## src/hdl/reconfig_cfg.svh

```systemverilog
`ifndef RECONFIG_CFG_SVH
`define RECONFIG_CFG_SVH

// Register offsets (word index on the slave port)
`define OFF_TRIGGER    3'h0
`define OFF_SEL_WRITE  3'h1
`define OFF_READBACK   3'h2
`define OFF_BUSY       3'h3
`define OFF_WATCHDOG   3'h4
`define OFF_PREV_ONE   3'h5
`define OFF_PREV_TWO   3'h6
`define OFF_SEL_READ   3'h7

// Trigger register fields
`define BIT_RECONFIG   0
`define BIT_WD_RESET   1

// Image select fields
`define BIT_OVERRIDE   0
`define BIT_IMAGE      1
`define SEL_W          2

// Readback trigger fields
`define RB_WATCHDOG    0
`define RB_PREV_TWO    1
`define RB_PREV_ONE    2
`define RB_INPUT       3
`define RB_W           4

// Serial frame layout toward the upgrade block
`define XFER_LEN       34
`define XFER_CNT_W     6
`define XFER_LAST      6'h21
`define WD_COUNT_W     29
`define WD_MSB_LO      17
`define WD_MSB_HI      28
`define WD_EN_POS      29
`define WD_STATE_LO    30
`define WD_STATE_HI    33
`define WD_FIELD_W     17
`define PREV_W         8

`endif

```

## src/hdl/reconfig_pkg.sv

```systemverilog
`include "reconfig_cfg.svh"

package reconfig_pkg;

  typedef enum logic [1:0] {
    ST_IDLE    = 2'b00,
    ST_CAPTURE = 2'b01,
    ST_SHIFT   = 2'b10,
    ST_UPDATE  = 2'b11
  } eng_state_t;

  typedef enum logic [2:0] {
    OP_RD_WD    = 3'b000,
    OP_RD_PREV2 = 3'b001,
    OP_RD_PREV1 = 3'b010,
    OP_RD_INPUT = 3'b011,
    OP_WR_INPUT = 3'b100
  } op_t;

  typedef logic [`XFER_LEN-1:0] frame_t;

endpackage : reconfig_pkg

```

## src/hdl/xfer_if.sv

```systemverilog
`timescale 1ns/100ps
`include "reconfig_cfg.svh"

interface xfer_if import reconfig_pkg::*; ();
  logic   start;
  op_t    op;
  frame_t wdata;
  logic   busy;
  logic   done;
  frame_t rdata;

  modport ctrl   (output start, op, wdata, input busy, done, rdata);
  modport engine (input start, op, wdata, output busy, done, rdata);
endinterface : xfer_if

```

## src/hdl/upgrade_serial_engine.sv

```systemverilog
`timescale 1ns/100ps
`include "reconfig_cfg.svh"

module upgrade_serial_engine import reconfig_pkg::*; (
  // Clock, reset, enable
  input  wire logic       clk,
  input  wire logic       rst_n,
  input  wire logic       ce,
  // Controller side
  xfer_if.engine          x,
  // Upgrade block pins
  output logic            upgrade_block_clock,
  output logic            link_shift,
  output logic            link_capture,
  output logic            link_din,
  output logic [1:0]      link_reg_sel,
  input  wire logic       link_dout
);

  eng_state_t              state_ff;
  eng_state_t              nxt_state;
  logic                    div_ff;
  frame_t                  sr_ff;
  frame_t                  nxt_sr;
  logic [`XFER_CNT_W-1:0]  cnt_ff;
  logic [`XFER_CNT_W-1:0]  nxt_cnt;
  op_t                     op_ff;
  logic                    done_ff;
  logic                    nxt_done;

  // Steps happen on the falling edge of the link clock
  wire tick = ce & div_ff;
  wire last = (cnt_ff == `XFER_LAST);
  wire take = ce & x.start & (state_ff == ST_IDLE);

  always_comb begin
    nxt_state = state_ff;
    nxt_sr    = sr_ff;
    nxt_cnt   = cnt_ff;
    nxt_done  = 1'b0;
    case (state_ff)
      ST_IDLE: begin
        if (take) begin
          nxt_sr    = x.wdata;
          nxt_cnt   = '0;
          nxt_state = x.op[2] ? ST_SHIFT : ST_CAPTURE;
        end
      end
      ST_CAPTURE: begin
        if (tick) nxt_state = ST_SHIFT;
      end
      ST_SHIFT: begin
        if (tick) begin
          nxt_sr  = {link_dout, sr_ff[`XFER_LEN-1:1]};
          nxt_cnt = cnt_ff + 1'b1;
          if (last) begin
            nxt_state = op_ff[2] ? ST_UPDATE : ST_IDLE;
            nxt_done  = ~op_ff[2];
          end
        end
      end
      ST_UPDATE: begin
        if (tick) begin
          nxt_state = ST_IDLE;
          nxt_done  = 1'b1;
        end
      end
      default: nxt_state = ST_IDLE;
    endcase
  end

  always_ff @(posedge clk or negedge rst_n) begin
    if (!rst_n) begin
      div_ff   <= 1'b0;
      state_ff <= ST_IDLE;
      sr_ff    <= '0;
      cnt_ff   <= '0;
      op_ff    <= OP_RD_WD;
      done_ff  <= 1'b0;
    end else if (ce) begin
      div_ff   <= ~div_ff;
      state_ff <= nxt_state;
      sr_ff    <= nxt_sr;
      cnt_ff   <= nxt_cnt;
      done_ff  <= nxt_done;
      if (take) op_ff <= x.op;
    end
  end

  assign upgrade_block_clock = div_ff;
  assign link_shift          = (state_ff == ST_SHIFT);
  assign link_capture        = (state_ff == ST_CAPTURE) | (state_ff == ST_SHIFT);
  assign link_din            = sr_ff[0];
  assign link_reg_sel        = op_ff[1:0] | {2{op_ff[2]}};
  assign x.busy              = (state_ff != ST_IDLE);
  assign x.done              = done_ff;
  assign x.rdata             = sr_ff;
endmodule : upgrade_serial_engine

```

## src/hdl/dual_image_reconfig_control.sv

```systemverilog
// Operation
// - Offset 0: bit0 reconfigure, bit1 watchdog reset
// - Offset 0 strobes leave in the write cycle
// - Only a written one starts an operation
// - Reserved bits read zero, master writes zero
// - Offset 1 loads override flag and image select
// - Busy rises after offset 1; writes then ignored
// - Offset 2 bits start four readbacks, busy rises
// - Offset 3 bit0 reports busy
// - While busy only watchdog reset is honoured
// - Offset 4: watchdog value, enable, state code
// - Watchdog value is top 12 of 29 bits
// - Offset 5: application 1 source and state
// - Offset 6: application 2 source and state
// - Offset 7 returns input register, not pin
// - Upgrade block clock is half input clock

`timescale 1ns/100ps
`include "reconfig_cfg.svh"

module dual_image_reconfig_control import reconfig_pkg::*; (
  // Clock, reset, enable
  input  wire logic        clk,
  input  wire logic        rst_n,
  input  wire logic        ce,
  // Register slave port
  input  wire logic [2:0]  address,
  input  wire logic        write,
  input  wire logic        read,
  input  wire logic [31:0] writedata,
  output logic      [31:0] readdata,
  // Upgrade block strobes
  output logic             reconfig_strobe,
  output logic             watchdog_reset_strobe,
  // Upgrade block serial port
  output logic             upgrade_block_clock,
  output logic             link_shift,
  output logic             link_capture,
  output logic             link_din,
  output logic [1:0]       link_reg_sel,
  input  wire logic        link_dout
);

  xfer_if x ();

  logic [`RB_W:0]             pend_ff;
  logic [`RB_W:0]             nxt_pend;
  logic                       busy_ff;
  logic                       nxt_busy;
  logic [`SEL_W-1:0]          sel_wr_ff;
  op_t                        cur_ff;
  logic [`WD_FIELD_W-1:0]     wd_ff;
  logic [`PREV_W-1:0]         prev_one_ff;
  logic [`PREV_W-1:0]         prev_two_ff;
  logic [`SEL_W-1:0]          sel_rd_ff;
  logic [31:0]                readdata_ff;
  logic [31:0]                nxt_readdata;

  // Lowest set bit of the pending mask, write first
  function automatic op_t pick_op(input logic [`RB_W:0] p);
    op_t o;
    o = OP_RD_WD;
    if (p[`RB_W])             o = OP_WR_INPUT;
    else if (p[`RB_WATCHDOG]) o = OP_RD_WD;
    else if (p[`RB_PREV_TWO]) o = OP_RD_PREV2;
    else if (p[`RB_PREV_ONE]) o = OP_RD_PREV1;
    else if (p[`RB_INPUT])    o = OP_RD_INPUT;
    return o;
  endfunction : pick_op

  // Pending mask bit that belongs to an operation
  function automatic logic [`RB_W:0] op_bit(input op_t o);
    logic [`RB_W:0] m;
    m = '0;
    case (o)
      OP_WR_INPUT: m[`RB_W]        = 1'b1;
      OP_RD_WD:    m[`RB_WATCHDOG] = 1'b1;
      OP_RD_PREV2: m[`RB_PREV_TWO] = 1'b1;
      OP_RD_PREV1: m[`RB_PREV_ONE] = 1'b1;
      OP_RD_INPUT: m[`RB_INPUT]    = 1'b1;
      default:     m               = '0;
    endcase
    return m;
  endfunction : op_bit

  // Address decode
  wire wr_go     = ce & write;
  wire wr_trig   = wr_go & (address == `OFF_TRIGGER);
  wire wr_sel    = wr_go & (address == `OFF_SEL_WRITE) & ~busy_ff;
  wire wr_rb     = wr_go & (address == `OFF_READBACK) & ~busy_ff;
  wire rd_go     = ce & read;

  // Strobes go out in the bus write cycle itself
  assign reconfig_strobe       = wr_trig & writedata[`BIT_RECONFIG] & ~busy_ff;
  assign watchdog_reset_strobe = wr_trig & writedata[`BIT_WD_RESET];

  // New work requested this cycle; a zero bit starts nothing
  wire [`RB_W:0] req_new = {wr_sel, wr_rb ? writedata[`RB_W-1:0] : {`RB_W{1'b0}}};

  // Launch toward the serial engine
  op_t next_op;
  assign next_op    = pick_op(pend_ff);
  wire   launch     = ce & ~x.busy & ~x.done & (|pend_ff);
  assign x.start    = launch;
  assign x.op       = next_op;
  assign x.wdata    = {{(`XFER_LEN-`SEL_W){1'b0}}, sel_wr_ff};

  assign nxt_pend = (pend_ff & ~(launch ? op_bit(next_op) : {(`RB_W+1){1'b0}})) | req_new;
  assign nxt_busy = (|nxt_pend) | launch | (x.busy & ~x.done) | (x.busy & launch);

  always_ff @(posedge clk or negedge rst_n) begin
    if (!rst_n) begin
      pend_ff   <= '0;
      busy_ff   <= 1'b0;
      sel_wr_ff <= '0;
      cur_ff    <= OP_RD_WD;
    end else if (ce) begin
      pend_ff <= nxt_pend;
      busy_ff <= nxt_busy;
      if (wr_sel) sel_wr_ff <= {writedata[`BIT_IMAGE], writedata[`BIT_OVERRIDE]};
      if (launch) cur_ff <= next_op;
    end
  end

  // Capture results when a readback completes
  wire done_rd = ce & x.done & ~cur_ff[2];

  always_ff @(posedge clk or negedge rst_n) begin
    if (!rst_n) begin
      wd_ff       <= '0;
      prev_one_ff <= '0;
      prev_two_ff <= '0;
      sel_rd_ff   <= '0;
    end else if (done_rd) begin
      case (cur_ff)
        OP_RD_WD:    wd_ff <= {x.rdata[`WD_STATE_HI:`WD_STATE_LO], x.rdata[`WD_EN_POS],
                               x.rdata[`WD_MSB_HI:`WD_MSB_LO]};
        OP_RD_PREV1: prev_one_ff <= x.rdata[`PREV_W-1:0];
        OP_RD_PREV2: prev_two_ff <= x.rdata[`PREV_W-1:0];
        OP_RD_INPUT: sel_rd_ff <= x.rdata[`SEL_W-1:0];
        default:     sel_rd_ff <= sel_rd_ff;
      endcase
    end
  end

  // Read data mux; reserved bits are zero
  always_comb begin
    nxt_readdata = 32'h0000_0000;
    case (address)
      `OFF_BUSY:     nxt_readdata = {31'h0000_0000, busy_ff};
      `OFF_WATCHDOG: nxt_readdata = {{(32-`WD_FIELD_W){1'b0}}, wd_ff};
      `OFF_PREV_ONE: nxt_readdata = {{(32-`PREV_W){1'b0}}, prev_one_ff};
      `OFF_PREV_TWO: nxt_readdata = {{(32-`PREV_W){1'b0}}, prev_two_ff};
      `OFF_SEL_READ: nxt_readdata = {{(32-`SEL_W){1'b0}}, sel_rd_ff};
      default:       nxt_readdata = 32'h0000_0000;
    endcase
  end

  always_ff @(posedge clk or negedge rst_n) begin
    if (!rst_n) readdata_ff <= 32'h0000_0000;
    else if (rd_go) readdata_ff <= nxt_readdata;
  end

  assign readdata = readdata_ff;

  upgrade_serial_engine u_engine (
    .clk                 (clk),
    .rst_n               (rst_n),
    .ce                  (ce),
    .x                   (x.engine),
    .upgrade_block_clock (upgrade_block_clock),
    .link_shift          (link_shift),
    .link_capture        (link_capture),
    .link_din            (link_din),
    .link_reg_sel        (link_reg_sel),
    .link_dout           (link_dout)
  );
endmodule : dual_image_reconfig_control

```

## config.mk

```make
export PLATFORM = sky130hd
export DESIGN_NAME = dual_image_reconfig_control
export DESIGN_NICKNAME = d
export VERILOG_FILES = /design/src/hdl/reconfig_pkg.sv /design/src/hdl/xfer_if.sv /design/src/hdl/upgrade_serial_engine.sv /design/src/hdl/dual_image_reconfig_control.sv
export VERILOG_INCLUDE_DIRS = /design/src /design/src/hdl
export SDC_FILE = /design/constraint.sdc
export NUM_CORES = 1
export LEC_CHECK = 0
export BUFFER_PORTS_ARGS = -buffer_cell sky130_fd_sc_hd__buf_2
export CAP_MARGIN = 5
export CORE_AREA = 2 2 99 101
export CTS_CLUSTER_SIZE = 8
export DETAILED_ROUTE_END_ITERATION = 6
export DIE_AREA = 0 0 101 103
export GPL_TIMING_DRIVEN = 0
export PLACE_DENSITY = 0.75
export SKIP_CTS_REPAIR_TIMING = 1
export SLEW_MARGIN = 20
export SYNTH_ARGS = -nofsm -noshare
export SYNTH_HDL_FRONTEND = slang
export SYNTH_SLANG_ARGS = --single-unit
```

## constraint.sdc

```tcl
create_clock -name clk -period 5.6 [get_ports clk]
set_input_delay 0 -clock clk [delete_from_list [all_inputs] [get_ports clk]]
set_output_delay 0 -clock clk [all_outputs]
set_load 0.02 [all_outputs]
```

==> results by stage <==
STA:
- Final hold analysis gives a worst-case slack of 0.102 ns.
- The worst pin sits at a relative slew slack of 32.6%.
- The final count of pins violating max slew was 0.
- Setup violations remaining at the end of the flow were counted as 0.
- The final-report hold violation count came to 0.
- The setup skew after layout is 0.0147 ns.
- Derived from the worst setup path, the maximum achievable clock frequency is 409 MHz.
- Dividing the final minimum period by the clock period gives around 44%.
- At the pin with the least slew margin, the transition time is 1.01 ns.
- After routing, the total negative slack on setup checks comes to 0 ns.
- For the finished layout, the period the worst path requires is ~2.4 ns.
- Setup repair after global routing left no endpoint under its margin.

Critical path:
- In this run the worst setup path begins at u_engine.state_ff[0].
- The largest fanout of any net on the critical path is 6.
- The launch point of the worst reg-to-reg path is u_engine.state_ff[0].
- The critical path is of the reg -> reg type.
- For the worst flop-to-flop path, the logic depth is 7.
- Traced cell by cell, the critical path runs through inv_1, ha_1, and3b_1, clkbuf_1, o21ai_1, a21oi_1, mux2_2.
- The destination of the worst register-to-register timing path is u_engine.x.rdata[1].
- The data arrival time of the critical path is 2.70 ns.
- The nature of the critical path endpoint is a flop.
- The critical path's slowest cell is sky130_fd_sc_hd__a21oi_1.
- The required time of the critical path is 5.86 ns.
- The stage delay of the slowest cell on the critical path is approximately 0.50 ns.
- The type of element launching the critical path is a flop.
- The setup check on the worst reg-to-reg path leaves a slack of between 3 and 4 ns.

Drt:
- The violation count after the first detailed-route iteration is 152.
- The mean number of vias per cell is 5.74.
- The detail-routed net length per standard cell is between 15 and 20 um.
- The residual DRC count is 0.
- The via count of the routed design is 3275.
- The detail route stage leaves a number of antenna-violating nets equal to 0.
- The first detailed-routing pass took 4 iterations.
- For this block, the routed nets add up to ~9.8 mm of wire.

Yosys:
- The share of the yosys chip area belonging to registers is between 50 and 60%.
- Summing the areas of all and, or, nand and nor instances in the mapped netlist gives roughly 8.8% of the synthesized area.
- Summing every instance area after synthesis gives 4860 um2.
- The unique cell type count in the Yosys netlist is 48.
- The synthesized-area fraction occupied by ao, oa, aoi and oai cells is 14.8%.
- In this run the biggest area consumer among cell types represents 56.6% of the synthesized area.
- The dominant combinational cell family by area after synthesis is compound AO/OA/AOI/OAI gates.
- The xor and xnor fraction of the mapped netlist area is less than 1%.
- By area the synthesized netlist is led by sky130_fd_sc_hd__dfrtp_1 57%, sky130_fd_sc_hd__mux2_2 9.7%, sky130_fd_sc_hd__a22o_1 9.2%, sky130_fd_sc_hd__buf_4 2.3%, sky130_fd_sc_hd__mux2i_1 2.1%.
- Counting flops with a built-in enable in the synthesized netlist gives 0.
- The register bit count reported by yosys is between 100 and 150.
- By count the netlist is led by 110 x sky130_fd_sc_hd__dfrtp_1, 51 x sky130_fd_sc_hd__a22o_1, 42 x sky130_fd_sc_hd__mux2_2.
- Of all flip-flops after synthesis, the portion carrying an async set or reset was 100%.
- The portion of synthesized area spent on multiplexers is between 10% and 20%.
- The synthesized netlist devotes under 10% of its cell area to adder and majority cells.
- The yosys synthesis warning count is 0.
- By instance count, the leading cell after synthesis is sky130_fd_sc_hd__dfrtp_1.
- Summed over all instances, the cell type with the most area after synthesis is sky130_fd_sc_hd__dfrtp_1.
- The post-synthesis instance total is 384.
- The most frequently used flop master after synthesis is sky130_fd_sc_hd__dfrtp_1.
- The per-instance average area after synthesis is 12.7 um2.

CTS:
- The number of H-tree branching levels is 3.
- No sink is reached through more buffers than the 2 on the longest clock path.
- The cell chosen for the clock root is sky130_fd_sc_hd__clkbuf_8.
- Clock-pin slew was measured on the worst setup and hold paths at between 0.1 and 0.15 ns.
- For this design, the sink count on the clock tree is 110.
- TritonCTS built the clock tree.
- At the later pin of the worst-skew pair, clock insertion delay measures 0.37 ns.
- Buffers inserted during clock tree synthesis total 9.

Die:
- The area of the core is 9460 um2.
- The area of the die is 10400 um2.
- The number of core rows is 36.
- The die is 103 um tall.
- During I/O placement, the number of pins put on the boundary was 81.
- The die is ~100 um wide.
- The initial standard-cell utilization of the core is 51.4%.

Global route:
- The number of global-route vias before repair came to 3168.
- The initial antenna violation count is 0.
- The global routing usage summed across all routing layers is just over 20%.
- Entering global routing, the biggest net connects 68 pins.
- After global routing the overflow that remains totals 0.
- The first global-routing pass estimated about 16 mm of wire.

Pwr:
- The analysis attributes to cell leakage a power of 0.00282 uW.
- Summing internal, switching and leakage power gives 1970 uW.
- The worst voltage drop across the vdd grid is 0.229 mV.
- For this design the ratio of total power to cell area is 354 nW/um2.

Cells and area:
- The number of antenna diodes in the final layout is 0.
- The utilization after layout is 58.7%.
- The synthesis-to-finish area growth is 14.3%.
- Of the cells placed in the final design, the portion with a size suffix greater than 1 is 28.7%.
- In the final design database the tool counted 500 nets.

Place:
- Summed over all nets, the half-perimeter wirelength after detailed placement is a little under 7 mm.
- Routability-driven placement finished with a final weighted congestion of 0.863.
- The quantity of I/O buffers inserted on ports is 36.

Outcome:
- The run finished with clean final reports.

Worst hold path:
- The class of the tightest hold or removal check is in -> async.

Run:
- Across the run, the number of max-cap violations was 0.
## layout by cell type, fill, tap and decap left out, drive strengths merged, types with 10 or more instances in the layout
cell type / netlist / final
nor2: 12 / 12
buf: 25 / 62
nand2: 25 / 25
o21ai: 12 / 12
dfrtp: 110 / 110
mux2: 42 / 42
mux2i: 10 / 10
inv: 10 / 14
clkbuf: 11 / 20
conb: 1 / 15
a22o: 51 / 51
## cell type report
class / count / area, um2
Buffer: 36 / 229
Clock buffer: 9 / 124
Clock inverter: 7 / 100
Fill cell: 764 / 3910
Inverter: 10 / 37.5
Multi-Input combinational cell: 242 / 1890
Sequential cell: 110 / 2750
Tap cell: 114 / 143
Timing Repair Buffer: 43 / 274
## kinds of logic after synthesis
| logic type | count (synthesis) |
|---|---|
| DFF | 110 |
| AOI/OAI and AO/OA | 91 |
| and+or+nand+nor | 75 |
| muxes | 53 |
| buffers and inverters | 46 |
| adders and majority gates | 7 |
| other | 1 |
| xor gates and xnor gates | 1 |
## report_power, final
| part | internal, uW | total (uW) | leakage (uW) | switching [uW] |
|---|---|---|---|---|
| Combinational | 210 | 503 | 0.00119 | 293 |
| Sequential | 874 | 943 | 0.00152 | 69.0 |
| Clock | 223 | 520 | 0.000112 | 298 |
## critical path: cells and delay by family (launching register included)
kind	cells	cell delay [ns]
flops	1	0.42
buf+inv	2	0.34
fa+ha+maj	1	0.27
mux	1	0.40
simple gates	1	0.18
compound gates	2	0.72
## registers in the layout (all words and copies together), names as in the netlist
signal / count
u_engine.cnt_ff: 6
cur_ff: 3
sel_wr_ff: 2
u_engine.op_ff: 3
u_engine.x.rdata: 34
u_engine.upgrade_block_clock: 1
sel_rd_ff: 2
prev_two_ff: 8
wd_ff: 17
busy_ff: 1
pend_ff: 5
prev_one_ff: 8
u_engine.x.done: 1
readdata: 17
u_engine.state_ff: 2
## layer usage
metal / share of wire (%) / wire [um] / GRT usage, % / up-vias
li1: - / - / - / 1511
met1: 47 / 4560 / 27.5 / 1676
met2: 48 / 4690 / 33.5 / 80
met3: 4.4 / 428 / 4.27 / 8
met4: 0.89 / 87 / 4.47 / 0
met5: 0 / 0 / 0 / -
## per-stage QoR
stage | instance area (um2) | std cells | setup slack [ns]
final | 5550 | 571 | 3.15
after global routing | 5550 | 571 | 2.98
after CTS | 5490 | 565 | 3.16
after detailed placement | 5270 | 549 | 3.18
after global placement | 5240 | 548 | 3.24
after floorplan | 4910 | 398 | 3.57
## worst max-delay path by stage
stage | to
after global routing | u_engine.x.rdata[1]
after global placement | u_engine.x.rdata[0]
final | u_engine.x.rdata[1]
after CTS | u_engine.x.rdata[1]
after detailed placement | u_engine.x.rdata[0]
after floorplan | u_engine.x.rdata[0]
Note: power is estimated with default switching activity, not from simulation.
